`config.mk`:
```
export PLATFORM = sky130hd
export DESIGN_NAME = dcf_status_bank
export DESIGN_NICKNAME = d
export VERILOG_FILES = /design/src/rtl/dcf_pkg.sv /design/src/rtl/dcf_status_bank.sv
export SDC_FILE = /design/constraint.sdc
export NUM_CORES = 1
export LEC_CHECK = 0
export ABC_AREA = 1
export BUFFER_PORTS_ARGS = -buffer_cell sky130_fd_sc_hd__buf_2
export CAP_MARGIN = 40
export CORE_UTILIZATION = 58
export CTS_BUF_LIST = sky130_fd_sc_hd__clkbuf_8 sky130_fd_sc_hd__clkbuf_16
export DETAILED_ROUTE_END_ITERATION = 10
export MAX_ROUTING_LAYER = met4
export PLACE_DENSITY = 0.89
export REMOVE_ABC_BUFFERS = 1
export SLEW_MARGIN = 20
export SYNTH_ARGS = -nofsm -noshare
export SYNTH_HDL_FRONTEND = slang
export SYNTH_SLANG_ARGS = --single-unit
```
`constraint.sdc`:
```
create_clock -name clk -period 2.3 [get_ports clk]
set_clock_uncertainty 0.05 [all_clocks]
set_input_delay 0 -clock clk [delete_from_list [all_inputs] [get_ports clk]]
set_output_delay 0 -clock clk [all_outputs]
set_load 0.005 [all_outputs]
```
`src/rtl/dcf_pkg.sv`:
```
// Constants for the dual-channel fault and status register bank
package dcf_pkg;
	// Register offsets
	localparam logic [7:0] ADDR_SWITCH_FAULT = 8'h03;
	localparam logic [7:0] ADDR_SUPPLY_THERMAL = 8'h04;
	localparam logic [7:0] ADDR_GLOBAL_STATUS = 8'h05;
	localparam logic [7:0] ADDR_TEMP_LIMIT = 8'h06;
	localparam logic [7:0] ADDR_LOW_POWER = 8'h07;
	localparam logic [7:0] ADDR_CH1_CUR_LO = 8'h08;
	localparam logic [7:0] ADDR_CH1_CUR_HI = 8'h09;
	localparam logic [7:0] ADDR_CH2_CUR_LO = 8'h0A;
	localparam logic [7:0] ADDR_CH2_CUR_HI = 8'h0B;
	localparam logic [7:0] ADDR_DIM_DIV = 8'h0C;
	localparam logic [7:0] ADDR_CH1_DIM_LO = 8'h0D;
	localparam logic [7:0] ADDR_CH1_DIM_HI = 8'h0E;
	localparam logic [7:0] ADDR_CH2_DIM_LO = 8'h0F;
	localparam logic [7:0] ADDR_CH2_DIM_HI = 8'h10;
	localparam logic [7:0] ADDR_CH1_ON_TIME = 8'h11;
	localparam logic [7:0] ADDR_CH2_ON_TIME = 8'h12;
	// Switch fault status field positions
	localparam int BIT_CH2_LS_OC = 7;
	localparam int BIT_CH2_HS_OC = 6;
	localparam int BIT_CH2_SHORT = 5;
	localparam int BIT_CH2_LOOP_OV = 4;
	localparam int BIT_CH1_LS_OC = 3;
	localparam int BIT_CH1_HS_OC = 2;
	localparam int BIT_CH1_SHORT = 1;
	localparam int BIT_CH1_LOOP_OV = 0;
	// Supply and thermal status field positions
	localparam int BIT_CH2_THERMAL = 5;
	localparam int BIT_CH2_BOOT = 4;
	localparam int BIT_CH2_MAX_DUTY = 3;
	localparam int BIT_CH1_THERMAL = 2;
	localparam int BIT_CH1_BOOT = 1;
	localparam int BIT_CH1_MAX_DUTY = 0;
	// Global status field positions
	localparam int BIT_STANDALONE = 7;
	localparam int BIT_ANALOG_LOW = 6;
	localparam int BIT_WDT_CNT_HI = 5;
	localparam int BIT_WDT_CNT_LO = 4;
	localparam int BIT_TEMP_WARN = 3;
	localparam int BIT_POWER_UP = 2;
	localparam int BIT_CH2_ANY = 1;
	localparam int BIT_CH1_ANY = 0;
	// Watchdog expiry count that forces limp-home
	localparam logic [1:0] WDT_CNT_LIMP = 2'h3;
	// Reset values
	localparam logic [7:0] RST_TEMP_LIMIT = 8'h8A;
	localparam logic [2:0] RST_DIM_DIV = 3'h4;
	localparam logic RST_POWER_UP = 1'b1;
	// Pending clear-on-read target
	typedef enum {PEND_NONE, PEND_S1, PEND_S2, PEND_S3} dcf_pend_t;
endpackage : dcf_pkg

```
`src/rtl/dcf_status_bank.sv`:
```
// Fault and status register bank with control registers of a dual LED driver
`timescale 1ns/100ps

//Contract
// - Low-side overcurrent flags at bits 7/3
// - High-side overcurrent flags at bits 6/2
// - Output short flags at bits 5/1
// - Loop node overvoltage flags at bits 4/0
// - Thermal flags 5/2; channel restarts when cleared
// - Bootstrap low flags at bits 4/1
// - Max duty flags at bits 3/0
// - Standalone bit 7, cleared by command only
// - Analog supply low sets bit 6
// - Two-bit watchdog expiry count, saturating at 11
// - Count 11 forces limp-home mode
// - Temperature warning sets bit 3
// - Power-up flag resets to one, is fault
// - Power-up flag blocks channel enables
// - Bit 1 ORs channel two faults
// - Bit 0 ORs channel one faults
// - Second status bits 7-6 read zero
// - Control registers read and write
// - Current setting split low/high per channel
// - Divider and dim widths at 0x0C-0x10
// - On-time registers at 0x11, 0x12
// - Read clears flags whose cause has gone
// - Clear happens at read response end
module dcf_status_bank (
	input wire logic clk,
	input wire logic srst,
	// Register access from the serial framing logic
	input wire logic [7:0] reg_addr,
	input wire logic reg_wr_en,
	input wire logic [7:0] reg_wr_data,
	input wire logic reg_rd_en,
	output logic [7:0] reg_rd_data,
	input wire logic rsp_done,
	// Analog detector inputs, asynchronous
	input wire logic ch1_lowside_overcurrent,
	input wire logic ch1_highside_overcurrent,
	input wire logic ch1_output_shorted,
	input wire logic ch1_loop_node_overvoltage,
	input wire logic ch1_thermal_shutdown,
	input wire logic ch1_bootstrap_low,
	input wire logic ch1_max_duty,
	input wire logic ch2_lowside_overcurrent,
	input wire logic ch2_highside_overcurrent,
	input wire logic ch2_output_shorted,
	input wire logic ch2_loop_node_overvoltage,
	input wire logic ch2_thermal_shutdown,
	input wire logic ch2_bootstrap_low,
	input wire logic ch2_max_duty,
	input wire logic analog_supply_low,
	// Same-clock inputs from neighbouring logic
	input wire logic [7:0] temp_adc_msb,
	input wire logic wdt_expired,
	input wire logic standalone_set,
	input wire logic standalone_clr,
	input wire logic ch1_enable_req,
	input wire logic ch2_enable_req,
	// Gated enables and mode outputs
	output logic ch1_enable,
	output logic ch2_enable,
	output logic limp_home,
	// Control register contents
	output logic [7:0] temp_warning_limit,
	output logic [1:0] low_power_request,
	output logic [9:0] ch1_current,
	output logic [9:0] ch2_current,
	output logic [2:0] dimming_clock_divider,
	output logic [15:0] ch1_dim_width,
	output logic [15:0] ch2_dim_width,
	output logic [7:0] ch1_on_time,
	output logic [7:0] ch2_on_time
);
	import dcf_pkg::*;

	logic [14:0] async_in; // Packed detector inputs
	logic [14:0] meta_q; // First synchroniser stage
	logic [14:0] sync_q; // Second synchroniser stage
	logic [7:0] s1_cause; // Switch fault causes
	logic [5:0] s2_cause; // Supply and thermal causes
	logic v5_cause; // Analog supply low cause
	logic warn_cause; // Temperature warning cause
	logic [7:0] s1_q; // Switch fault flags
	logic [5:0] s2_q; // Supply and thermal flags
	logic v5_q; // Analog supply low flag
	logic warn_q; // Temperature warning flag
	logic pwrup_q; // Power-up flag
	logic [1:0] wdt_cnt_q; // Watchdog expiry count
	logic standalone_q; // Stand-alone mode flag
	logic limp_q; // Limp-home latch
	logic ch1_any; // Channel one fault summary
	logic ch2_any; // Channel two fault summary
	dcf_pend_t pend_q; // Status register awaiting clear
	logic clr1; // Clear strobe for switch faults
	logic clr2; // Clear strobe for supply faults
	logic clr3; // Clear strobe for global flags
	logic [7:0] limit_q; // Warning limit
	logic [1:0] sleep_q; // Low-power request
	logic [9:0] cur1_q; // Channel one current
	logic [9:0] cur2_q; // Channel two current
	logic [2:0] div_q; // Dimming divider
	logic [15:0] dim1_q; // Channel one dim width
	logic [15:0] dim2_q; // Channel two dim width
	logic [7:0] ton1_q; // Channel one on-time
	logic [7:0] ton2_q; // Channel two on-time
	logic [7:0] rd_d; // Read mux
	logic [7:0] rd_q; // Read data register
	logic en1_q; // Gated channel one enable
	logic en2_q; // Gated channel two enable

	// True when the address equals the given target register
	function automatic logic is_write_hit(input logic [7:0] a, input logic [7:0] target);
		is_write_hit = (a == target);
	endfunction : is_write_hit

	// Pack detector pins for synchronising
	assign async_in = {analog_supply_low,
		ch2_thermal_shutdown, ch2_bootstrap_low, ch2_max_duty,
		ch1_thermal_shutdown, ch1_bootstrap_low, ch1_max_duty,
		ch2_lowside_overcurrent, ch2_highside_overcurrent, ch2_output_shorted, ch2_loop_node_overvoltage,
		ch1_lowside_overcurrent, ch1_highside_overcurrent, ch1_output_shorted, ch1_loop_node_overvoltage};

	// Two-flop synchroniser for every detector
	always_ff @(posedge clk) begin
		if (srst) begin
			meta_q <= '0;
			sync_q <= '0;
		end else begin
			meta_q <= async_in;
			sync_q <= meta_q;
		end
	end

	// Split synchronised causes into register layout
	assign s1_cause = sync_q[7:0];
	assign s2_cause = sync_q[13:8];
	assign v5_cause = sync_q[14];
	assign warn_cause = (temp_adc_msb > limit_q);

	// Clear strobes fire when the read response ends
	assign clr1 = rsp_done && (pend_q == PEND_S1);
	assign clr2 = rsp_done && (pend_q == PEND_S2);
	assign clr3 = rsp_done && (pend_q == PEND_S3);

	// Remember which status register was read
	always_ff @(posedge clk) begin
		if (srst) begin
			pend_q <= PEND_NONE;
		end else if (reg_rd_en) begin
			case (reg_addr)
				ADDR_SWITCH_FAULT: pend_q <= PEND_S1;
				ADDR_SUPPLY_THERMAL: pend_q <= PEND_S2;
				ADDR_GLOBAL_STATUS: pend_q <= PEND_S3;
				default: pend_q <= PEND_NONE;
			endcase
		end else if (rsp_done) begin
			pend_q <= PEND_NONE;
		end
	end

	// Switch fault flags: cause sets, read clears only gone causes
	always_ff @(posedge clk) begin
		if (srst) begin
			s1_q <= '0;
		end else begin
			s1_q <= s1_cause | (s1_q & {8{~clr1}});
		end
	end

	// Supply and thermal flags
	always_ff @(posedge clk) begin
		if (srst) begin
			s2_q <= '0;
		end else begin
			s2_q <= s2_cause | (s2_q & {6{~clr2}});
		end
	end

	// Global single-bit flags
	always_ff @(posedge clk) begin
		if (srst) begin
			v5_q <= 1'b0;
			warn_q <= 1'b0;
			pwrup_q <= RST_POWER_UP;
		end else begin
			v5_q <= v5_cause | (v5_q & ~clr3);
			warn_q <= warn_cause | (warn_q & ~clr3);
			pwrup_q <= pwrup_q & ~clr3;
		end
	end

	// Watchdog expiry count, saturating; an expiry in the clear cycle restarts it at one
	always_ff @(posedge clk) begin
		if (srst) begin
			wdt_cnt_q <= '0;
		end else if (clr3) begin
			wdt_cnt_q <= wdt_expired ? 2'h1 : 2'h0;
		end else if (wdt_expired && (wdt_cnt_q != WDT_CNT_LIMP)) begin
			wdt_cnt_q <= wdt_cnt_q + 2'h1;
		end
	end

	// Limp-home latch, left only by reset
	always_ff @(posedge clk) begin
		if (srst) begin
			limp_q <= 1'b0;
		end else if (wdt_cnt_q == WDT_CNT_LIMP) begin
			limp_q <= 1'b1;
		end
	end

	// Stand-alone flag, immune to reads
	always_ff @(posedge clk) begin
		if (srst) begin
			standalone_q <= 1'b0;
		end else if (standalone_set) begin
			standalone_q <= 1'b1;
		end else if (standalone_clr) begin
			standalone_q <= 1'b0;
		end
	end

	// Per-channel summaries, warning excluded
	assign ch2_any = |s1_q[7:4] | s2_q[BIT_CH2_THERMAL] | s2_q[BIT_CH2_BOOT] | s2_q[BIT_CH2_MAX_DUTY];
	assign ch1_any = |s1_q[3:0] | s2_q[BIT_CH1_THERMAL] | s2_q[BIT_CH1_BOOT] | s2_q[BIT_CH1_MAX_DUTY];

	// Control register writes
	always_ff @(posedge clk) begin
		if (srst) begin
			limit_q <= RST_TEMP_LIMIT;
			sleep_q <= '0;
			cur1_q <= '0;
			cur2_q <= '0;
			div_q <= RST_DIM_DIV;
			dim1_q <= '0;
			dim2_q <= '0;
			ton1_q <= '0;
			ton2_q <= '0;
		end else if (reg_wr_en) begin
			// Status registers ignore writes
			if (is_write_hit(reg_addr, ADDR_TEMP_LIMIT)) limit_q <= reg_wr_data;
			if (is_write_hit(reg_addr, ADDR_LOW_POWER)) sleep_q <= reg_wr_data[1:0];
			if (is_write_hit(reg_addr, ADDR_CH1_CUR_LO)) cur1_q[1:0] <= reg_wr_data[1:0];
			if (is_write_hit(reg_addr, ADDR_CH1_CUR_HI)) cur1_q[9:2] <= reg_wr_data;
			if (is_write_hit(reg_addr, ADDR_CH2_CUR_LO)) cur2_q[1:0] <= reg_wr_data[1:0];
			if (is_write_hit(reg_addr, ADDR_CH2_CUR_HI)) cur2_q[9:2] <= reg_wr_data;
			if (is_write_hit(reg_addr, ADDR_DIM_DIV)) div_q <= reg_wr_data[2:0];
			if (is_write_hit(reg_addr, ADDR_CH1_DIM_LO)) dim1_q[7:0] <= reg_wr_data;
			if (is_write_hit(reg_addr, ADDR_CH1_DIM_HI)) dim1_q[15:8] <= reg_wr_data;
			if (is_write_hit(reg_addr, ADDR_CH2_DIM_LO)) dim2_q[7:0] <= reg_wr_data;
			if (is_write_hit(reg_addr, ADDR_CH2_DIM_HI)) dim2_q[15:8] <= reg_wr_data;
			if (is_write_hit(reg_addr, ADDR_CH1_ON_TIME)) ton1_q <= reg_wr_data;
			if (is_write_hit(reg_addr, ADDR_CH2_ON_TIME)) ton2_q <= reg_wr_data;
		end
	end

	// Read mux; unmapped addresses return zero
	always_comb begin
		rd_d = 8'h00;
		case (reg_addr)
			ADDR_SWITCH_FAULT: rd_d = s1_q;
			ADDR_SUPPLY_THERMAL: rd_d = {2'h0, s2_q};
			ADDR_GLOBAL_STATUS: rd_d = {standalone_q, v5_q, wdt_cnt_q, warn_q, pwrup_q, ch2_any, ch1_any};
			ADDR_TEMP_LIMIT: rd_d = limit_q;
			ADDR_LOW_POWER: rd_d = {6'h00, sleep_q};
			ADDR_CH1_CUR_LO: rd_d = {6'h00, cur1_q[1:0]};
			ADDR_CH1_CUR_HI: rd_d = cur1_q[9:2];
			ADDR_CH2_CUR_LO: rd_d = {6'h00, cur2_q[1:0]};
			ADDR_CH2_CUR_HI: rd_d = cur2_q[9:2];
			ADDR_DIM_DIV: rd_d = {5'h00, div_q};
			ADDR_CH1_DIM_LO: rd_d = dim1_q[7:0];
			ADDR_CH1_DIM_HI: rd_d = dim1_q[15:8];
			ADDR_CH2_DIM_LO: rd_d = dim2_q[7:0];
			ADDR_CH2_DIM_HI: rd_d = dim2_q[15:8];
			ADDR_CH1_ON_TIME: rd_d = ton1_q;
			ADDR_CH2_ON_TIME: rd_d = ton2_q;
			default: rd_d = 8'h00;
		endcase
	end

	// Read data captured on the read command, held until the next
	always_ff @(posedge clk) begin
		if (srst) begin
			rd_q <= 8'h00;
		end else if (reg_rd_en) begin
			rd_q <= rd_d;
		end
	end

	// Channel enables blocked by power-up flag and thermal protection
	always_ff @(posedge clk) begin
		if (srst) begin
			en1_q <= 1'b0;
			en2_q <= 1'b0;
		end else begin
			en1_q <= ch1_enable_req && !pwrup_q && !s2_q[BIT_CH1_THERMAL];
			en2_q <= ch2_enable_req && !pwrup_q && !s2_q[BIT_CH2_THERMAL];
		end
	end

	// Outputs straight from flops
	assign reg_rd_data = rd_q;
	assign ch1_enable = en1_q;
	assign ch2_enable = en2_q;
	assign limp_home = limp_q;
	assign temp_warning_limit = limit_q;
	assign low_power_request = sleep_q;
	assign ch1_current = cur1_q;
	assign ch2_current = cur2_q;
	assign dimming_clock_divider = div_q;
	assign ch1_dim_width = dim1_q;
	assign ch2_dim_width = dim2_q;
	assign ch1_on_time = ton1_q;
	assign ch2_on_time = ton2_q;
endmodule : dcf_status_bank

```
==> results by group, run 1 <==
Synth
  • Ys async rst share: 0%
  • Post-synth EDFFs: 0
  • Area contributors post-synth: dfxtp_1 (46%), a21oi_1 (7.4%), nand2_1 (7.2%), nand3_1 (6.9%), nor2_1 (6.9%)
  • YS warnings: 0
  • Cell variety after synth: 30
  • Sequential fraction of the synthesis area: 46.3%
  • Post-synth top area cell: dfxtp_1
  • Synthesized flop and latch total: 144
  • Prevailing post-synth register cell: dfxtp_1
  • Synthesized area per cell: 7.32 sq um
  • Mapped cell area: 0.00622 sq mm
  • Yosys top cell area share: 46.3%
  • Cell count after synthesis: 850

Floorplanning
  • Placement Rows: 37
  • Width of the die: 106 um
  • Die height: 106 um
  • # IOs: 141
  • Core ar.: 0.0104 sq mm
  • Die area: 0.0111 sq mm
  • Initial Util: 60.0%

Timing
  • Post-layout min period: 1.97 ns
  • Final Cycle Share: 85.7%
  • Worst hold slack: 0.0267 ns
  • Fmax achieved: 0.507 GHz
  • Setup TNS: 0 ns
  • Final slew viol count: 0
  • Least-Margin Pin Slew: 0.584 ns
  • Final setup violation count: 0
  • RSZ-0062 raised after global routing: false
  • Slew headroom: 60.8%
  • Final hold vios: 0

Power and ir drop
  • Leakage power: 3.57 nW
  • Power share of the combinational group: 6.6%
  • Sw power: 1.38 mW
  • Share of total power in the clock network: 46.4%
  • Internal power: 4.08 mW
  • Switch share: 25.3%
  • Total chip power: 5.47 mW
  • P per Cell Area: 694 mW/mm^2
  • Seq pwr share: 47.0%
  • VDD IR max: 0.000431 V

Clocking
  • Root buffer cell: clkbuf_8
  • CTS sink cnt: 144
  • Clock latency on the worst-skew pair: 0.53 ns
  • CTS tree: built
  • Clock tree buffer depth: 2
  • Clock buffer count from CTS: 17
  • H-tree level count: 4
  • CTS clk-pin slew, worst paths: 0.07 ns

Finish
  • Synth-to-Final Area Change: 26.6%
  • Nets: 1072
  • Layout cell share with drive strength beyond 1: 23.0%
  • Antenna cell count: 0
  • Fill cells: 762

Setup path
  • Slowest CP cell: dlygate4sd3_1
  • CP Max Fanout: 3
  • Worst R2R Path Depth: 7
  • Worst Path Required: 2.66 ns
  • CP max stage delay: 0.56 ns
  • Crit path DAT: 2.33 ns
  • Reg-to-Reg Start: temp_warning_limit[7]
  • Startpoint types: flop
  • Worst reg2reg setup slack: 0.33 ns
  • CP startpoint: temp_warning_limit[7]
  • Crit-path cells: inv_1 -> ha_1 -> a21oi_1 -> dlygate4sd3_1 -> o211ai_1 -> a22oi_1 -> nor2_1
  • Delay-heaviest family, CP: buffers and inverters
  • R2R Path End: warn_q
  • Buf/Inv on CP: 2
  • Crit Path Class: flop to flop
  • Setup crit end kind: flop

GRT
  • Total gr overflow: 0
  • Vias in the first global route: 6115
  • Largest net degree at the start of global routing: 80
  • First-pass GRT wire length: 31.2 mm
  • Total GRT Usage: 37.4%
  • Initial antenna violation count: 0

Place
  • Port Buf Inserts: 140
  • DP HPWL: 12.9 mm
  • Global placement routability congestion: 0.936

Drt
  • TritonRoute pass-1 iters: 6
  • Wirelength, routed: 19.8 mm
  • DR WL met3: 2.03 mm
  • DR WL met2: 9.56 mm
  • Total number of vias: 6572
  • Iteration-0 DRC Markers: 770
  • Top layer in use: met4
  • Drt via density: 5.65
  • Met1 Wirelength: 7.56 mm
  • DR WL/cell: 17.1 um
  • DRC Markers: 0
  • Final ANT Viol Nets: 0

Job
  • MaxCap Viol Count: 0

Worst hold path
  • Min-Delay Endpoint: ch2_current[0]
  • Worst hold path stage count: 6
  • Hold Crit Start: reg_addr[7]
  • Worst Hold Class: input port to flop

Run status
  • Status: finished, final reports clean
## per-stage QoR
step / setup slack, ns / area (sq um) / util [%] / cells
3_3_place_gp: 0.622 / 6960 / 67.1 / 1094
5_1_grt: 0.247 / 7880 / 76.0 / 1163
4_1_cts: 0.387 / 7880 / 76.0 / 1163
2_1_floorplan: 0.630 / 6020 / - / 810
3_5_place_dp: 0.593 / 6960 / 67.1 / 1094
6_report: 0.328 / 7880 / 76.0 / 1163
## Yosys cell counts, types with 7 or more instances
| master | instances |
|---|---|
| clkbuf_1 | 22 |
| ha_1 | 9 |
| nand3_1 | 86 |
| inv_2 | 19 |
| nand2_2 | 15 |
| nor2_4 | 10 |
| o21ai_0 | 62 |
| nand2_1 | 120 |
| a21oi_1 | 92 |
| dfxtp_1 | 144 |
| inv_1 | 93 |
| o21ai_1 | 12 |
| nand4_1 | 7 |
| nor2_1 | 114 |
## worst register-to-register path: cells and delay by family, from the launching register on
| family | cells | cell delay [ns] |
|---|---|---|
| DFF | 1 | 0.37 |
| buffers and inverters | 2 | 0.67 |
| AOI/OAI and AO/OA | 3 | 0.40 |
| and+or+nand+nor | 1 | 0.05 |
| adders and majority gates | 1 | 0.30 |
## sequential cells by signal (all words and copies together), names as in the netlist, 2 cells and up
| name | flops |
|---|---|
| low_power_request | 2 |
| pend_q | 2 |
| ch2_on_time | 8 |
| meta_q | 15 |
| dimming_clock_divider | 3 |
| ch2_current | 10 |
| ch1_on_time | 8 |
| ch2_dim_width | 16 |
| ch1_current | 10 |
| ch1_dim_width | 16 |
| s1_q | 8 |
| sync_q | 15 |
| reg_rd_data | 8 |
| wdt_cnt_q | 2 |
| temp_warning_limit | 8 |
| s2_q | 6 |
## power groups by stage
stage	combinational, mW	clock (mW)	sequential [mW]
6_report	0.360	2.54	2.57
5_1_grt	0.390	2.66	2.57
4_1_cts	0.341	2.52	2.57
3_5_place_dp	0.292	0	2.62
3_3_place_gp	0.285	0	2.62
2_1_floorplan	0.140	0	2.62
## routing by layer
layer,vias up,track usage [%]
li1,3075,-
met1,2991,45.3
met2,426,61.6
met3,80,7.67
met4,0,14.2
met5,-,-
## worst max path at each step
| stage | cells after the start | slack [ns] | to |
|---|---|---|---|
| after floorplan | 6 | 0.63 | ch1_dim_width[0] |
| after global placement | 9 | 0.62 | ch1_dim_width[11] |
| after detailed placement | 9 | 0.59 | ch1_dim_width[11] |
| after CTS | 7 | 0.39 | warn_q |
| after global routing | 7 | 0.25 | warn_q |
| final | 7 | 0.33 | warn_q |
## cell families after synthesis
kind of cell | count (synthesis) | synth area share (%)
AOI/OAI and AO/OA | 181 | 15.7
adders and majority gates | 9 | 1.81
buffers and inverters | 153 | 10.1
DFF | 144 | 46.3
and+or+nand+nor | 363 | 26.1
## layout by cell type (no fill, tap or decap)
cell and count:
inv_8 1, buf_2 140, a31oi_1 1, inv_2 19, nand2_1 120, nor2_4 10, a21oi_2 1, nand4_1 7
o21ai_0 62, inv_6 5, or2_2 1, a22oi_1 1, clkinv_1 1, buf_12 1, nand3_1 86, nor3_2 1
a21oi_1 92, clkbuf_8 3, ha_1 9, clkinvlp_4 1, o21ai_2 1, clkinv_2 2, dfxtp_1 144, clkbuf_16 16
inv_1 94, nor2_2 3, o21ai_1 12, a211oi_2 6, dlygate4sd3_1 37, nor2_1 114, clkinv_4 3, buf_4 7
nand2_2 15, o211ai_1 4, nor3_1 6, a211oi_1 1
## cell type report
| cell class | count | area [sq um] | share of cell area, % |
|---|---|---|---|
| multi-input combinational | 553 | 2710 | 34.4 |
| tap | 136 | 170 | 2.16 |
| timing repair buffer | 185 | 1140 | 14.5 |
| inverter | 113 | 424 | 5.39 |
| sequential | 144 | 2880 | 36.6 |
| clock inverter | 13 | 103 | 1.30 |
| clock buffer | 19 | 442 | 5.61 |
## repair_timing
item | 4_1_cts | 5_1_grt
hold buffers | 37 | 0
setup endpoints to repair | 0 | 0
hold endpoints to repair | 126 | 0
buffers inserted | 0 | 0
gates resized for setup | 0 | 0
(Power assumes the default switching activity.)
==> run 2: changes to the inputs <==
--- a/config.mk
+++ b/config.mk
@@ -12,7 +12,7 @@
 export CTS_BUF_LIST = sky130_fd_sc_hd__clkbuf_8 sky130_fd_sc_hd__clkbuf_16
 export DETAILED_ROUTE_END_ITERATION = 10
 export MAX_ROUTING_LAYER = met4
-export PLACE_DENSITY = 0.89
+export PLACE_DENSITY = 0.91
 export REMOVE_ABC_BUFFERS = 1
 export SLEW_MARGIN = 20
 export SYNTH_ARGS = -nofsm -noshare
==> constraint.sdc (replaced) <==
create_clock -name clk -period 2.55 [get_ports clk]
set_clock_uncertainty 0.05 [all_clocks]
set_input_delay 0 -clock clk [delete_from_list [all_inputs] [get_ports clk]]
set_output_delay 0 -clock clk [all_outputs]
set_load 0.005 [all_outputs]
==> run 2 against run 1 <==
First-iteration DRC count grew 27%. Clock power shrank 4%. Total power shrank 7.0%. Global-route usage shrank 0.13 points. Count of clock-buffer cells in the layout shrank 2. Core utilization grew 0.95 points. Wire length grew 0.82%. Worst setup slack lost 0.18 ns. Critical path depth grew 1. Flip-flop and latch count is the same. Via count grew 3.3%. Non-clock buffer count grew 8. Critical endpoint unchanged. Largest cell class unchanged. Largest power group is now the clock network.
==> results by group, run 2 (synthesis results as in run 1) <==
Clocking
  • H-tree level count: 4
  • CTS tree: built
  • Clock buffer count from CTS: 17
  • Clock latency on the worst-skew pair: 0.55 ns
  • CTS sink cnt: 144
  • Post-cts sizing count: 0
  • Post-CTS setup buffers: 0
  • Clock tree buffer depth: 2
  • CTS clk-pin slew, worst paths: 0.06 ns
  • Hold-fix buffers, CTS: 45
  • Root buffer cell: clkbuf_8

Finish
  • Antenna cell count: 0
  • Layout cell share with drive strength beyond 1: 22.8%
  • Area occupied by registers: 0.00288 sq mm
  • Final core utilization: 76.9%
  • Nets: 1080
  • Commonest non-fill, non-tap cell in the layout: dfxtp_1
  • Commonest cells after routing, fill and taps aside: dfxtp_1 (144), buf_2 (140), nand2_1 (120)
  • Synth-to-Final Area Change: 28.1%
  • Fill cells: 693
  • Area of the multi-input gates: 0.00271 sq mm

Drt
  • DR WL/cell: 17.1 um
  • Drt via density: 5.80
  • TritonRoute pass-1 iters: 7
  • Final ANT Viol Nets: 0
  • DRC Markers: 0
  • Total number of vias: 6786
  • Iteration-0 DRC Markers: 981
  • Wirelength, routed: 20.0 mm

Place
  • DP HPWL: 12.8 mm
  • Global placement routability congestion: 0.976
  • Port Buf Inserts: 140

Timing
  • Least-Margin Pin Slew: 0.686 ns
  • Final hold vios: 0
  • Final Cycle Share: 94.2%
  • Final setup violation count: 0
  • Fmax achieved: 0.416 GHz
  • RSZ-0062 raised after global routing: false
  • Final slew viol count: 0
  • Slew headroom: 53.9%
  • Post-layout min period: 2.40 ns
  • Setup TNS: 0 ns

Setup path
  • Startpoint types: flop
  • CP Max Fanout: 3
  • Worst Path Required: 2.92 ns
  • Crit path DAT: 2.77 ns
  • Setup crit end kind: flop
  • Crit Path Class: flop to flop
  • CP startpoint: temp_warning_limit[7]
  • Reg-to-Reg Start: temp_warning_limit[7]

GRT
  • Largest net degree at the start of global routing: 54
  • Initial antenna violation count: 0
  • Total gr overflow: 0
  • Total GRT Usage: 37.3%
  • First-pass GRT wire length: 31.3 mm
  • Vias in the first global route: 6390

Floorplanning
  • Placement Rows: 37
  • Initial Util: 60.0%
  • Die height: 106 um
  • # IOs: 141
  • Die area: 0.0111 sq mm
  • Core ar.: 0.0104 sq mm
  • Width of the die: 106 um

Run status
  • Status: finished, final reports clean

Power and ir drop
  • Total chip power: 5.08 mW
  • Leakage power: 3.62 nW
  • P per Cell Area: 637 mW/mm^2
  • VDD IR max: 0.000368 V

Worst hold path
  • Worst Hold Class: input port to flop
  • Hold Crit Start: reg_addr[2]

Job
  • MaxCap Viol Count: 0
==> run 2: report_power, final <==
part / total, mW / switching, mW / internal [mW]
registers: 2.32 / 0.0253 / 2.29
logic: 0.337 / 0.204 / 0.132
clock network: 2.43 / 1.03 / 1.40
==> run 2: worst max-delay path, stage by stage (launching register included) <==
cell,delay (ns)
dfxtp_1,0.33
inv_1,0.07
ha_1,0.30
a21oi_1,0.14
dlygate4sd3_1,0.56
o211ai_1,0.09
a22oi_1,0.13
dlygate4sd3_1,0.56
nor2_1,0.04
==> run 2: final cells by class <==
type,count,share of cell area [%]
sequential,144,36.1
tap,136,2.13
timing repair buffer,193,15.2
inverter,113,5.32
clock inverter,15,2.02
clock buffer,17,5.19
multi-input combinational,553,34.0
==> run 2: final timing paths <==
kind | to | slack [ns] | depth (start not counted)
worst max-delay path | warn_q | 0.15 | 8
worst min-delay path | low_power_request[1] | 0.02 | 5
worst max register to register | warn_q | 0.15 | 8
worst min register to register | sync_q[4] | 0.35 | 2
==> run 2: metrics by stage <==
step / area (sq um) / hold slack [ns] / setup slack [ns] / std cells
2_1_floorplan: 6020 / 0.0124 / 0.880 / 810
6_report: 7980 / 0.0222 / 0.149 / 1171
4_1_cts: 7980 / 0.0297 / 0.168 / 1171
3_5_place_dp: 6950 / 0.157 / 0.691 / 1094
3_3_place_gp: 6950 / 0.149 / 0.758 / 1094
5_1_grt: 7980 / 0.0757 / 0.0232 / 1171
==> run 2: routing by layer <==
layer	track usage [%]	wire (um)
met1	44.6	7370
met2	58.5	9080
met3	8.72	2360
met4	19.7	1190
met5	-	0
==> run 3: changes to the inputs <==
--- a/config.mk
+++ b/config.mk
@@ -8,11 +8,10 @@
 export ABC_AREA = 1
 export BUFFER_PORTS_ARGS = -buffer_cell sky130_fd_sc_hd__buf_2
 export CAP_MARGIN = 40
-export CORE_UTILIZATION = 58
+export CORE_UTILIZATION = 50
 export CTS_BUF_LIST = sky130_fd_sc_hd__clkbuf_8 sky130_fd_sc_hd__clkbuf_16
 export DETAILED_ROUTE_END_ITERATION = 10
-export MAX_ROUTING_LAYER = met4
-export PLACE_DENSITY = 0.91
+export PLACE_DENSITY = 0.81
 export REMOVE_ABC_BUFFERS = 1
 export SLEW_MARGIN = 20
 export SYNTH_ARGS = -nofsm -noshare
==> run 3 against run 2 <==
Worst hold slack improved by 0.030 ns. Die area increased by 16%. Sequential share of layout area increased by 0.30 points. Design area decreased by 0.82%. Via count decreased by 5.6%. Worst setup slack improved by 0.83 ns. Critical endpoint is now ch2_current[6].
==> results by group, run 3 (synthesis results as in run 1) <==
Timing
  • Fmax achieved: 0.635 GHz
  • Slew headroom: 60.4%
  • Setup ws final: 0.975 ns
  • RSZ-0062 raised after global routing: false
  • Final hold vios: 0
  • Post-layout min period: 1.58 ns
  • Least-Margin Pin Slew: 0.590 ns
  • Final slew viol count: 0
  • Worst hold slack: 0.0523 ns
  • Final setup violation count: 0
  • Setup TNS: 0 ns
  • Final Cycle Share: 61.8%

Drt
  • DR WL met3: 1.78 mm
  • Wirelength, routed: 19.1 mm
  • Iteration-0 DRC Markers: 655
  • DRC Markers: 0
  • Met1 Wirelength: 8.14 mm
  • Drt via density: 5.39
  • DR WL met2: 8.71 mm
  • TritonRoute pass-1 iters: 6
  • Top layer in use: met4
  • Final ANT Viol Nets: 0
  • DR WL/cell: 16.1 um
  • Total number of vias: 6403

Place
  • Global placement routability congestion: 0.923
  • Pre-CTS WS: 0.699 ns
  • Area after DPL: 0.00699 sq mm
  • DP HPWL: 13.3 mm
  • Port Buf Inserts: 140

Power and ir drop
  • Leakage power: 3.56 nW
  • P per Cell Area: 651 mW/mm^2
  • VDD IR max: 0.000331 V

Floorplanning
  • Initial Util: 51.6%
  • Core ar.: 0.0121 sq mm
  • Die area: 0.0129 sq mm
  • Die height: 114 um
  • Placement Rows: 40
  • # IOs: 141
  • Width of the die: 114 um

Setup path
  • Reg-to-Reg Start: pend_q[1]
  • Crit Path Class: input port to flop
  • CP Max Fanout: 20
  • Startpoint types: input port
  • Setup crit end kind: flop
  • R2R Path End: warn_q
  • Worst R2R Path Depth: 5
  • Worst reg2reg setup slack: 1.01 ns
  • Worst Path Required: 2.85 ns
  • Crit path DAT: 1.88 ns

Run status
  • Status: finished, final reports clean

Clocking
  • CTS clk-pin slew, worst paths: 0.06 ns
  • Root buffer cell: clkbuf_16
  • Clock latency on the worst-skew pair: 0.42 ns
  • Clock tree buffer depth: 2
  • Clock buffer count from CTS: 17
  • CTS sink cnt: 144
  • H-tree level count: 4
  • CTS tree: built
  • Post-cts sizing count: 0

Finish
  • Commonest non-fill, non-tap cell in the layout: dfxtp_1
  • Antenna cell count: 0
  • Synth-to-Final Area Change: 27.1%
  • Layout cell share with drive strength beyond 1: 22.9%
  • Fill cells: 1024
  • Nets: 1066
  • Final instance area: 0.00791 sq mm
  • Final core utilization: 65.6%
  • Commonest cells after routing, fill and taps aside: dfxtp_1 (144), buf_2 (140), nand2_1 (120)

Worst hold path
  • Min-Delay Endpoint: warn_q
  • Worst hold path stage count: 6
  • Worst Hold Class: input port to flop
  • Hold Crit Start: temp_adc_msb[7]

GRT
  • First-pass GRT wire length: 29.5 mm
  • Total GRT Usage: 30.1%
  • Largest net degree at the start of global routing: 54
  • Initial antenna violation count: 0
  • Vias in the first global route: 5760
  • Total gr overflow: 0

Job
  • MaxCap Viol Count: 0
run 3: cell types whose count changed in the layout (fill, tap and decap cells not counted), moves of 2 or more:
cell           before  now
dlygate4sd3_1      45   32
clkinv_2            1    5
clkinv_4            5    1
inv_6               3    0
buf_4               8    6
run 3: how the worst max path moves through the flow:
stage	from	end	cells past startpoint	slack [ns]
4_1_cts	reg_addr[6]	ch2_current[6]	9	1.04
3_3_place_gp	reg_addr[6]	ch2_dim_width[0]	7	0.74
3_5_place_dp	reg_addr[6]	ch2_dim_width[4]	7	0.70
6_report	reg_addr[6]	ch2_current[6]	9	0.97
2_1_floorplan	reg_addr[6]	ch1_dim_width[0]	6	0.88
5_1_grt	reg_wr_en	ch2_dim_width[4]	5	0.85
run 3: per-stage QoR:
step / cells / total power, mW
finish: 1188 / 5.15
global route: 1188 / 5.29
CTS: 1188 / 5.15
detailed placement: 1125 / 2.64
global placement: 1124 / 2.63
floorplan: 810 / 2.49
run 3: final cells by class:
class / count / area, sq um / area share, %
clock inverters: 12 / 143 / 1.80
flip-flops and latches: 144 / 2880 / 36.4
clock buffers: 19 / 453 / 5.73
multi-input cells: 553 / 2710 / 34.3
inverters: 113 / 424 / 5.36
well taps: 168 / 210 / 2.66
repair buffers: 179 / 1090 / 13.7
run 3: per-layer routing:
layer | vias up | track usage (%)
met1 | 2925 | 39.5
met2 | 367 | 48.3
met5 | - | 0
met3 | 50 | 6.06
li1 | 3061 | -
met4 | 0 | 13.2
run 3: timing repair:
| action | CTS | global route |
|---|---|---|
| buffers inserted | 0 | 0 |
| hold buffers | 32 | 0 |
| endpoints found under the hold margin | 97 | 0 |
run 3: report_power, final:
group          switching [mW]  internal (mW)  leakage [nW]
logic                   0.196          0.119          2.10
registers              0.0254           2.29          1.17
clock network           0.943           1.57         0.296
total                    1.16           3.98          3.56
run 3: critical path, cell delays in order:
cell and delay, ns:
buf_2 0.11, inv_2 0.04, nand2_2 0.09, nor2_4 0.45, nand2_2 0.11, inv_2 0.24, nand3_1 0.11, dlygate4sd3_1 0.57
a21oi_1 0.13
